<file path="config.mk">
export PLATFORM = sky130hd
export DESIGN_NAME = vpn_nest_ctrl
export DESIGN_NICKNAME = d
export VERILOG_FILES = /design/src/vpn_pkg.sv /design/src/vpn_prio_pick.sv /design/src/vpn_nest_ctrl.sv
export SDC_FILE = /design/constraint.sdc
export NUM_CORES = 1
export LEC_CHECK = 0
export BUFFER_PORTS_ARGS = -buffer_cell sky130_fd_sc_hd__buf_2
export CAP_MARGIN = 15
export CORE_MARGIN = 1.5
export CORE_UTILIZATION = 54
export DETAILED_ROUTE_END_ITERATION = 7
export PLACE_DENSITY_LB_ADDON = 0.1
export SYNTH_ARGS = -nofsm -noshare
export SYNTH_HDL_FRONTEND = slang
export SYNTH_SLANG_ARGS = --single-unit
</file>
<file path="constraint.sdc">
create_clock -name clk_in -period 37.4 [get_ports clk_in]
set_input_delay 11.22 -clock clk_in [delete_from_list [all_inputs] [get_ports clk_in]]
set_output_delay 11.22 -clock clk_in [all_outputs]
set_load 0.005 [all_outputs]
</file>
<file path="src/vpn_pkg.sv">
// constants, register map and carrier types for the interrupt priority and nesting block
package vpn_pkg;

    // widths and counts
    localparam int unsigned ADDR_W      = 32;
    localparam int unsigned DATA_W      = 32;
    localparam int unsigned NUM_SRC     = 28;   // fast vector numbers 0..27
    localparam int unsigned NUM_IRQ_SRC = 22;   // normal vector numbers 0..21
    localparam int unsigned LVL_W       = 3;
    localparam int unsigned NUM_LVL     = 8;
    localparam int unsigned SRC_W       = 5;
    localparam int unsigned BASE_W      = 16;
    localparam int unsigned STAT_W      = 8;
    localparam int unsigned NUM_PRIO2   = 6;

    // register byte addresses
    localparam logic [31:0] OFF_VEC_BASE = 32'hffff0014;
    localparam logic [31:0] OFF_NVEC     = 32'hffff001c;
    localparam logic [31:0] OFF_PRIO2    = 32'hffff0028;
    localparam logic [31:0] OFF_NCTRL    = 32'hffff0030;
    localparam logic [31:0] OFF_NSTAT    = 32'hffff003c;
    localparam logic [31:0] OFF_FVEC     = 32'hffff011c;
    localparam logic [31:0] OFF_FSTAT    = 32'hffff013c;

    // reset values
    localparam logic [31:0] RST_WORD  = 32'h0000_0000;
    localparam logic [31:0] RD_UNMAP  = 32'h0000_0000;

    // nesting control fields
    localparam int unsigned NEST_NORMAL_BIT = 0;
    localparam int unsigned NEST_FAST_BIT   = 1;
    localparam logic [1:0]  NCTRL_MASK      = 2'h3;

    // priority group two: field lsb and the source number each field steers
    localparam logic [31:0] PRIO2_MASK = 32'h0077_7777;
    localparam int unsigned PRIO2_LSB [NUM_PRIO2] = '{0, 4, 8, 12, 16, 20};
    localparam int unsigned PRIO2_SRC [NUM_PRIO2] = '{16, 17, 18, 19, 20, 21};

    // vector word layout
    localparam int unsigned VEC_SRC_LSB  = 2;
    localparam int unsigned VEC_BASE_LSB = 7;

    // register bus request from the processor side
    typedef struct packed {
        logic [31:0] addr;
        logic [31:0] wdata;
        logic        wr;
        logic        rd;
    } vpn_bus_req_s;

    // result of a priority search
    typedef struct packed {
        logic             valid;
        logic [SRC_W-1:0] src;
        logic [LVL_W-1:0] level;
    } vpn_pick_s;

endpackage : vpn_pkg

</file>
<file path="src/vpn_prio_pick.sv">
// priority search: finds the best unblocked pending source
`timescale 1ns/10ps

module vpn_prio_pick (
    input  wire logic [27:0]       pend_in,     // pending sources, one bit each
    input  wire logic [83:0]       lvl_in,      // 3-bit level per source
    input  wire logic              use_lvl_in,  // high: levels count, low: all level 0
    input  wire logic [7:0]        block_in,    // blocked levels, one bit each
    output vpn_pkg::vpn_pick_s     pick_out     // chosen source, level, valid
);

    // scan upward; strict compare keeps the lowest number among equal levels
    always_comb begin
        logic [3:0] best;
        logic [2:0] lv;
        best     = 4'h8;
        lv       = 3'h0;
        pick_out = '0;
        for (int i = 0; i < int'(vpn_pkg::NUM_SRC); i++) begin
            lv = use_lvl_in ? lvl_in[i*3 +: 3] : 3'h0;
            if (pend_in[i] && !block_in[lv] && ({1'b0, lv} < best)) begin
                best           = {1'b0, lv};
                pick_out.valid = 1'b1;
                pick_out.src   = 5'(i);
                pick_out.level = lv;
            end
        end
    end

endmodule : vpn_prio_pick

</file>
<file path="src/vpn_nest_ctrl.sv">
// priority levels, nesting control, nesting status and vector registers of the interrupt controller
`timescale 1ns/10ps

// Overview of operation
// - group two register holds six 3-bit levels at 22:20,18:16,14:12,10:8,6:4,2:0.
// - nesting control bit 0 enables nesting and level handling for normal interrupts.
// - nesting control bit 1 enables nesting and level handling for fast interrupts.
// - with both bits clear interrupts still flow, levels ignored, no nesting.
// - with both bits clear a pending fast request beats a normal one.
// - normal vector read with nesting on sets normal status bit at active level.
// - a set status bit blocks its level and all lower levels.
// - writing normal status clears only its highest-priority set bit.
// - fast vector read with fast nesting on sets fast status bit at level.
// - writing fast status clears one bit, highest-priority first.
// - fast vector: zero 31:23, base 22:7, source 6:2, zero 1:0.
// - source field carries plain binary source number, second timer gives 00100.
// - normal vector holds source 0..21 at 6:2 and base at 22:7.
// - 16-bit vector base supplies upper field of both vector registers.
module vpn_nest_ctrl (
    input  wire logic                clk_in,       // core clock, 100 MHz
    input  wire logic                arst_n_in,    // asynchronous reset, active low
    input  wire logic                ce_in,        // clock enable, low freezes all state
    input  wire vpn_pkg::vpn_bus_req_s bus_in,     // register bus request
    output logic [31:0]              rdata_out,    // read data, cycle after read strobe
    input  wire logic [27:0]         irq_pend_in,  // enabled pending normal sources
    input  wire logic [27:0]         fiq_pend_in,  // enabled pending fast sources
    input  wire logic [83:0]         lvl_in,       // levels from the other priority registers
    output logic                     irq_req_out,  // normal interrupt request to core
    output logic                     fiq_req_out   // fast interrupt request to core
);

    // clear the lowest set bit, i.e. the highest-priority nested level
    function automatic logic [7:0] clr_top(input logic [7:0] s);
        clr_top = s & (s - 8'h01);
    endfunction : clr_top

    // level i is blocked once any status bit at i or above in priority is set
    function automatic logic [7:0] block_of(input logic [7:0] s);
        logic [7:0] b;
        b = 8'h00;
        for (int i = 0; i < 8; i++) begin
            b[i] = |(s & 8'((16'h0002 << i) - 16'h0001));
        end
        block_of = b;
    endfunction : block_of

    // vector word from base and source number
    function automatic logic [31:0] mk_vec(input logic [15:0] base, input logic [4:0] src);
        mk_vec = {9'h000, base, src, 2'h0};
    endfunction : mk_vec

    // one-hot of a level
    function automatic logic [7:0] lvl_bit(input logic [2:0] lv);
        lvl_bit = 8'h01 << lv;
    endfunction : lvl_bit

    // registers
    logic [15:0] base_q;
    logic [31:0] prio2_q;
    logic [1:0]  nctrl_q;
    logic [7:0]  nstat_q;
    logic [7:0]  nstat_d;
    logic [7:0]  fstat_q;
    logic [7:0]  fstat_d;
    logic [31:0] rdata_q;
    logic [31:0] rdata_d;
    logic        irq_req_q;
    logic        fiq_req_q;

    // decoded strobes; strobes are ignored while the clock enable is low
    wire logic        wr_en       = bus_in.wr && ce_in;
    wire logic        rd_en       = bus_in.rd && ce_in;
    wire logic        wr_base     = wr_en && (bus_in.addr == vpn_pkg::OFF_VEC_BASE);
    wire logic        wr_prio2    = wr_en && (bus_in.addr == vpn_pkg::OFF_PRIO2);
    wire logic        wr_nctrl    = wr_en && (bus_in.addr == vpn_pkg::OFF_NCTRL);
    wire logic        wr_nstat    = wr_en && (bus_in.addr == vpn_pkg::OFF_NSTAT);
    wire logic        wr_fstat    = wr_en && (bus_in.addr == vpn_pkg::OFF_FSTAT);
    wire logic        rd_nvec     = rd_en && (bus_in.addr == vpn_pkg::OFF_NVEC);
    wire logic        rd_fvec     = rd_en && (bus_in.addr == vpn_pkg::OFF_FVEC);

    // nesting enables
    wire logic        nest_n      = nctrl_q[vpn_pkg::NEST_NORMAL_BIT];
    wire logic        nest_f      = nctrl_q[vpn_pkg::NEST_FAST_BIT];
    wire logic        no_nest     = !nest_n && !nest_f;

    // normal sources above 21 do not exist
    wire logic [27:0] irq_pend    = irq_pend_in & 28'h03f_ffff;

    // both status registers block; only applied where levels are honoured
    wire logic [7:0]  blk_all     = block_of(nstat_q | fstat_q);
    wire logic [7:0]  blk_n       = nest_n ? blk_all : 8'h00;
    wire logic [7:0]  blk_f       = nest_f ? blk_all : 8'h00;

    // effective level table: group two fields overlay the external levels
    logic [83:0] lvl_all;
    always_comb begin
        lvl_all = lvl_in;
        for (int k = 0; k < int'(vpn_pkg::NUM_PRIO2); k++) begin
            lvl_all[vpn_pkg::PRIO2_SRC[k]*3 +: 3] = prio2_q[vpn_pkg::PRIO2_LSB[k] +: 3];
        end
    end

    vpn_pkg::vpn_pick_s irq_pick;
    vpn_pkg::vpn_pick_s fiq_pick;

    // normal path search; levels ignored unless normal nesting is on
    vpn_prio_pick u_irq_pick (
        .pend_in    (irq_pend),
        .lvl_in     (lvl_all),
        .use_lvl_in (nest_n),
        .block_in   (blk_n),
        .pick_out   (irq_pick)
    );

    // fast path search
    vpn_prio_pick u_fiq_pick (
        .pend_in    (fiq_pend_in),
        .lvl_in     (lvl_all),
        .use_lvl_in (nest_f),
        .block_in   (blk_f),
        .pick_out   (fiq_pick)
    );

    // vector words, both built on the shared base
    wire logic [31:0] nvec_word   = mk_vec(base_q, irq_pick.src);
    wire logic [31:0] fvec_word   = mk_vec(base_q, fiq_pick.src);

    // a fast request masks the normal one when both nesting control bits are clear
    wire logic        irq_req_d   = irq_pick.valid && !(no_nest && fiq_pick.valid);
    wire logic        fiq_req_d   = fiq_pick.valid;

    // status next values: the set from a vector read wins over a same-cycle clear
    always_comb begin
        nstat_d = nstat_q;
        fstat_d = fstat_q;
        if (wr_nstat) begin
            nstat_d = clr_top(nstat_q);
        end
        if (wr_fstat) begin
            fstat_d = clr_top(fstat_q);
        end
        if (rd_nvec && nest_n && irq_pick.valid) begin
            nstat_d = nstat_d | lvl_bit(irq_pick.level);
        end
        if (rd_fvec && nest_f && fiq_pick.valid) begin
            fstat_d = fstat_d | lvl_bit(fiq_pick.level);
        end
    end

    // read decode; data stands only in the cycle after the strobe
    always_comb begin
        rdata_d = vpn_pkg::RD_UNMAP;
        if (!rd_en) begin
            rdata_d = vpn_pkg::RD_UNMAP;
        end else if (bus_in.addr == vpn_pkg::OFF_VEC_BASE) begin
            rdata_d = {16'h0000, base_q};
        end else if (bus_in.addr == vpn_pkg::OFF_NVEC) begin
            rdata_d = nvec_word;
        end else if (bus_in.addr == vpn_pkg::OFF_PRIO2) begin
            rdata_d = prio2_q;
        end else if (bus_in.addr == vpn_pkg::OFF_NCTRL) begin
            rdata_d = {30'h0000_0000, nctrl_q};
        end else if (bus_in.addr == vpn_pkg::OFF_NSTAT) begin
            rdata_d = {24'h00_0000, nstat_q};
        end else if (bus_in.addr == vpn_pkg::OFF_FVEC) begin
            rdata_d = fvec_word;
        end else if (bus_in.addr == vpn_pkg::OFF_FSTAT) begin
            rdata_d = {24'h00_0000, fstat_q};
        end
    end

    // software-written configuration; reserved bits are dropped so they read zero
    always_ff @(posedge clk_in or negedge arst_n_in) begin
        if (!arst_n_in) begin
            base_q  <= 16'h0000;
            prio2_q <= vpn_pkg::RST_WORD;
            nctrl_q <= 2'h0;
        end else begin
            if (wr_base) begin
                base_q <= bus_in.wdata[15:0];
            end
            if (wr_prio2) begin
                prio2_q <= bus_in.wdata & vpn_pkg::PRIO2_MASK;
            end
            if (wr_nctrl) begin
                nctrl_q <= bus_in.wdata[1:0] & vpn_pkg::NCTRL_MASK;
            end
        end
    end

    // nesting status, read data and request outputs
    always_ff @(posedge clk_in or negedge arst_n_in) begin
        if (!arst_n_in) begin
            nstat_q   <= 8'h00;
            fstat_q   <= 8'h00;
            rdata_q   <= vpn_pkg::RST_WORD;
            irq_req_q <= 1'b0;
            fiq_req_q <= 1'b0;
        end else if (ce_in) begin
            nstat_q   <= nstat_d;
            fstat_q   <= fstat_d;
            rdata_q   <= rdata_d;
            irq_req_q <= irq_req_d;
            fiq_req_q <= fiq_req_d;
        end
    end

    assign rdata_out   = rdata_q;
    assign irq_req_out = irq_req_q;
    assign fiq_req_out = fiq_req_q;
endmodule : vpn_nest_ctrl

</file>
==> impl_metrics.py, run 1 <==
metrics = {
    "status": {
        "status": "stopped before the end",
        "haltStage": "global routing (5_1_grt)",
        "error": "[ERROR GRT-0232] Routing congestion too high. Check the congestion heatmap in the GUI.",
    },
    "die": {
        "die_w_um": 174,
        "start_util_pct": 54.9,
        "die_y_um": 174,
        "io_pins": 243,
        "rows": 62,
    },
    "yosys": {
        "synth_area_leaders": "dfrtp_1, ha_1, nand2_1",
        "synth_area_um2": 15800,
        "synth_largest_area_cell": "dfrtp_1",
        "ys.flop_type": "dfrtp_1",
        "syn_inst": 2331,
        "syn_area_per_cell_um2": 6.77,
        "yosys_warnings": 0,
        "synth_edf_count": 0,
        "ys_seq_area_share_pct": 12.2,
        "synth_top_cell_area_share_pct": 12.2,
        "synthArstFlopShare_pct": 100,
        "synth-seq-cells": 77,
        "netlist-cell-type-count": 112,
    },
    "global_route": {
        "grt_usage_pct": 76.0,
        "grt_max_degree": 78,
        "grt-ovfl-total": 263,
    },
    "clocking": {
        "root_buffer": "clkbuf_16",
        "cts.htree.levels": 3,
        "cts_buffer_depth": 2,
        "clock_sinks": 77,
        "cts-buffers-inserted": 9,
    },
    "place": {
        "placed_cells": 3307,
        "gp_congestion": 1.03,
        "io_buffers": 199,
        "hpwl_um": 55400,
    },
    "timing": {
        "grt-worst-endpoint": "rdata_out[3]$_DFFE_PN0P_/D",
        "worstEndpointType": "sequential cell input",
    },
}
## layer usage
layer	GRT usage, %	overflow
met1	76.1	18
met2	95.9	141
met3	57.2	13
met4	74.1	90
met5	30.4	1
## synth_stat cells, types with 49 or more instances
master    instances
nand2_1         290
o21ai_0         202
nor2_1          184
a21oi_1         169
inv_1           152
clkbuf_1         99
ha_1             96
dfrtp_1          77
nor3_1           74
nand3_1          65
mux2_2           55
a211oi_1         49
and2_1           49
## timing repair
item	CTS
pin swaps	171
hold buffers	0
resized for setup	204
buffers inserted	175
hold endpoints to repair	0
setup endpoints to repair	21
## metrics by stage
stage | hold slack [ps] | TNS, ps | setup slack, ps | cell area [µm²]
2_1_floorplan | 465 | -91400 | -7310 | 16500
3_3_place_gp | 498 | -115240 | -8260 | 21300
3_5_place_dp | 512 | -128610 | -9000 | 21300
4_1_cts | 526 | -94460 | -7420 | 23900
## cell families after synthesis
| logic type | Yosys count | synth area share [%] |
|---|---|---|
| flops | 77 | 12.2 |
| simple gates | 878 | 27.3 |
| mux | 74 | 5.17 |
| other cells | 1 | 0.0237 |
| buf+inv | 283 | 7.10 |
| compound gates | 922 | 40.6 |
| fa+ha+maj | 96 | 7.61 |
==> run 2, diff against run 1 <==
Settings changed: CORE_UTILIZATION 54 to 40, PLACE_DENSITY_LB_ADDON 0.1 to 0.15.
Clock period 37.4 ns to 48.6 ns, I/O delays scaled along.
==> run 2 against run 1 <==
Effect of this change:
- the flow now finishes, with violations (DRC, setup timing)
- synthesized cell count unchanged
- area after synthesis unchanged
==> impl_metrics.py, run 2 <==
metrics = {
    "status": {
        "status": "complete, but fails checks",
        "failed_checks": "DRC, setup timing",
    },
    "global_route": {
        "grt_usage_pct": 35.3,
        "grt_pass1_vias": 21173,
        "grt-ovfl-total": 0,
        "grt_pass1_wl_um": 115000,
        "antenna_found_initial": 4,
        "grt_max_degree": 74,
    },
    "hold_path": {
        "whs_path_depth": 2,
        "min_path_type": "reg2reg",
    },
    "place": {
        "placed_cells": 3175,
        "hpwl_um": 55300,
        "placed_area_um2": 19100,
        "gp_congestion": 1.01,
        "dp_worst_setup_slack_ps": -2020,
        "io_buffers": 199,
    },
    "timing": {
        "fin_crit_sh_pct": 101,
        "fmax_ghz": 0.0203,
        "max_slew_margin_pct": 21.0,
        "min_period_ps": 49320,
        "worst_slack_ps": -724,
        "drv_slew": 0,
        "hold_violations": 0,
        "rsz0062_at_grt": "yes",
        "worst_pin_slew_ps": 1190,
        "setup_violations": 13,
        "finClkSkew_ps": 6.29,
    },
    "power": {
        "switchingPower_w": 0.000257,
        "seq_power_share_pct": 10.8,
        "p_total_w": 0.000597,
        "cellLeakagePower_nw": 10.0,
        "swShare_pct": 43.1,
        "power.combinational.fraction_pct": 77.2,
        "p_int_w": 0.000340,
        "power_density_nw_per_um2": 26.5,
        "clkPwrFrac_pct": 12.0,
        "ir_worst_vdd_mv": 0.0414,
    },
    "finish": {
        "nFillCells": 3631,
        "drive_above_1_share_pct": 36.8,
        "largest_reg_flops": 23,
        "fin_util_pct": 58.1,
        "final_common_cell": "buf_4",
        "num-nets-final": 3183,
        "mostFrequentLayoutCells": "buf_4, nand2_1, buf_2",
        "fin_area_um2": 22600,
        "area_growth_pct": 42.9,
        "fin_cells": 3404,
    },
    "setup_path": {
        "crit_top_cell": "ha_4",
        "criticalPathCategory": "in2reg",
        "cp_max_fo": 7,
        "reg2reg_depth": 195,
        "slowest_stage": "or4_4",
        "required_ps": 48850,
        "rrSetupSlack_ps": 11870,
        "cpPeakStageDelay_ps": 540,
        "cp.arrival_ps": 49570,
        "critPathCaptureType": "flop",
        "cp-start-kind": "input port",
    },
    "clocking": {
        "cts-buffers-inserted": 9,
        "root_buffer": "clkbuf_16",
        "clock_sinks": 77,
        "cts_buffer_depth": 2,
        "cts_tree": "built",
        "cts_hold_buf": 0,
        "cts.htree.levels": 3,
        "clock_latency_ps": 340,
        "clk_pin_slew_ps": 60,
    },
    "die": {
        "die_w_um": 202,
        "io_pins": 243,
        "rows": 72,
        "die_y_um": 202,
        "start_util_pct": 40.7,
        "coreArea_um2": 38800,
        "dieArea_um2": 40700,
    },
    "routing": {
        "routedWlPerCell_um": 22.4,
        "viasPerCell": 6.43,
        "drc": 2,
        "drt_iter0_markers": 1989,
        "drtAntennaViolNets": 0,
        "drt_wl_total_um": 76200,
        "first_pass_iters": 8,
        "route.vias.total": 21896,
    },
    "yosys": {
        "synth-seq-cells": 77,
        "yosysMostFrequentCell": "nand2_1",
        "yosys_warnings": 0,
        "ys_seq_area_share_pct": 12.2,
        "synthArstFlopShare_pct": 100,
        "syn_inst": 2331,
        "synth_largest_area_cell": "dfrtp_1",
        "synthTopCellsByCount": "nand2_1, o21ai_0, nor2_1, a21oi_1, inv_1",
        "ys.flop_type": "dfrtp_1",
        "synth_edf_count": 0,
        "synth_area_leaders": "dfrtp_1, ha_1, nand2_1",
        "netlist-cell-type-count": 112,
        "syn_area_per_cell_um2": 6.77,
        "synth_area_um2": 15800,
        "synth_top_cell_area_share_pct": 12.2,
    },
    "job": {
        "drv_cap": 0,
    },
}
## run 2: cell counts after synthesis
No cell type changed its count.
## run 2: stage by stage
stage	setup TNS [ps]	hold slack [ps]
final	-7670	520
after detailed placement	-24940	493
after floorplan	0	465
after global placement	-18890	483
after global routing	-26050	549
after CTS	-68.5	519
## run 2: cells by family after synthesis
logic type | synth area share (%)
other cells | 0.0237
mux | 5.17
flops | 12.2
compound gates | 40.6
fa+ha+maj | 7.61
simple gates | 27.3
buf+inv | 7.10
## run 2: power groups by stage
stage	logic, W	clock network [W]	registers [W]
final	0.000461	0.0000716	0.0000644
after global routing	0.000494	0.0000756	0.0000644
after CTS	0.000388	0.0000726	0.0000644
after detailed placement	0.000323	0	0.0000656
after global placement	0.000317	0	0.0000656
after floorplan	0.000196	0	0.0000656
## run 2: critical path: cells and delay by family
family | cells | cell delay (ps)
adders and majority gates | 27 | 6870
buffers and inverters | 17 | 1780
and+or+nand+nor | 52 | 8450
AOI/OAI and AO/OA | 89 | 14210
muxes | 11 | 3610
## run 2: cell type report
cell class / count / area [µm²] / share of cell area, %
clock buffer: 10 / 229 / 1.01
clock inverter: 6 / 86.3 / 0.383
inverter: 154 / 581 / 2.57
multi-input combinational: 1979 / 14600 / 64.6
antenna: 3 / 7.51 / 0.0333
sequential: 77 / 1930 / 8.56
tap: 518 / 648 / 2.87
timing repair buffer: 657 / 4500 / 20.0
## run 2: timing repair
action | CTS | global route
pin swaps | 132 | 129
resized for setup | 153 | 142
endpoints found under the setup margin | 13 | 21
setup buffers | 171 | 46
## run 2: layer usage
layer  vias up  global-route usage (%)  wire length, µm
li1       9941                       -                -
met1     10316                    42.0            29000
met2      1269                    60.4            35500
met4         6                    20.4             5100
met3       364                    5.38             6640
met5         -                       0               34
## run 2: path summary, 6_finish.rpt
| path | to | from |
|---|---|---|
| max in group asynchronous | nctrl_q[1] | arst_n_in |
| worst max-delay path | rdata_out[3] | fiq_pend_in[0] |
| worst min-delay path | rdata_out[16] | rdata_out[16] |
| worst min register to register | rdata_out[16] | rdata_out[16] |
| worst max register to register | rdata_out[3] | nstat_q[1] |
| min in group asynchronous | prio2_q[16] | arst_n_in |
Note: power is estimated with default switching activity, not from simulation.
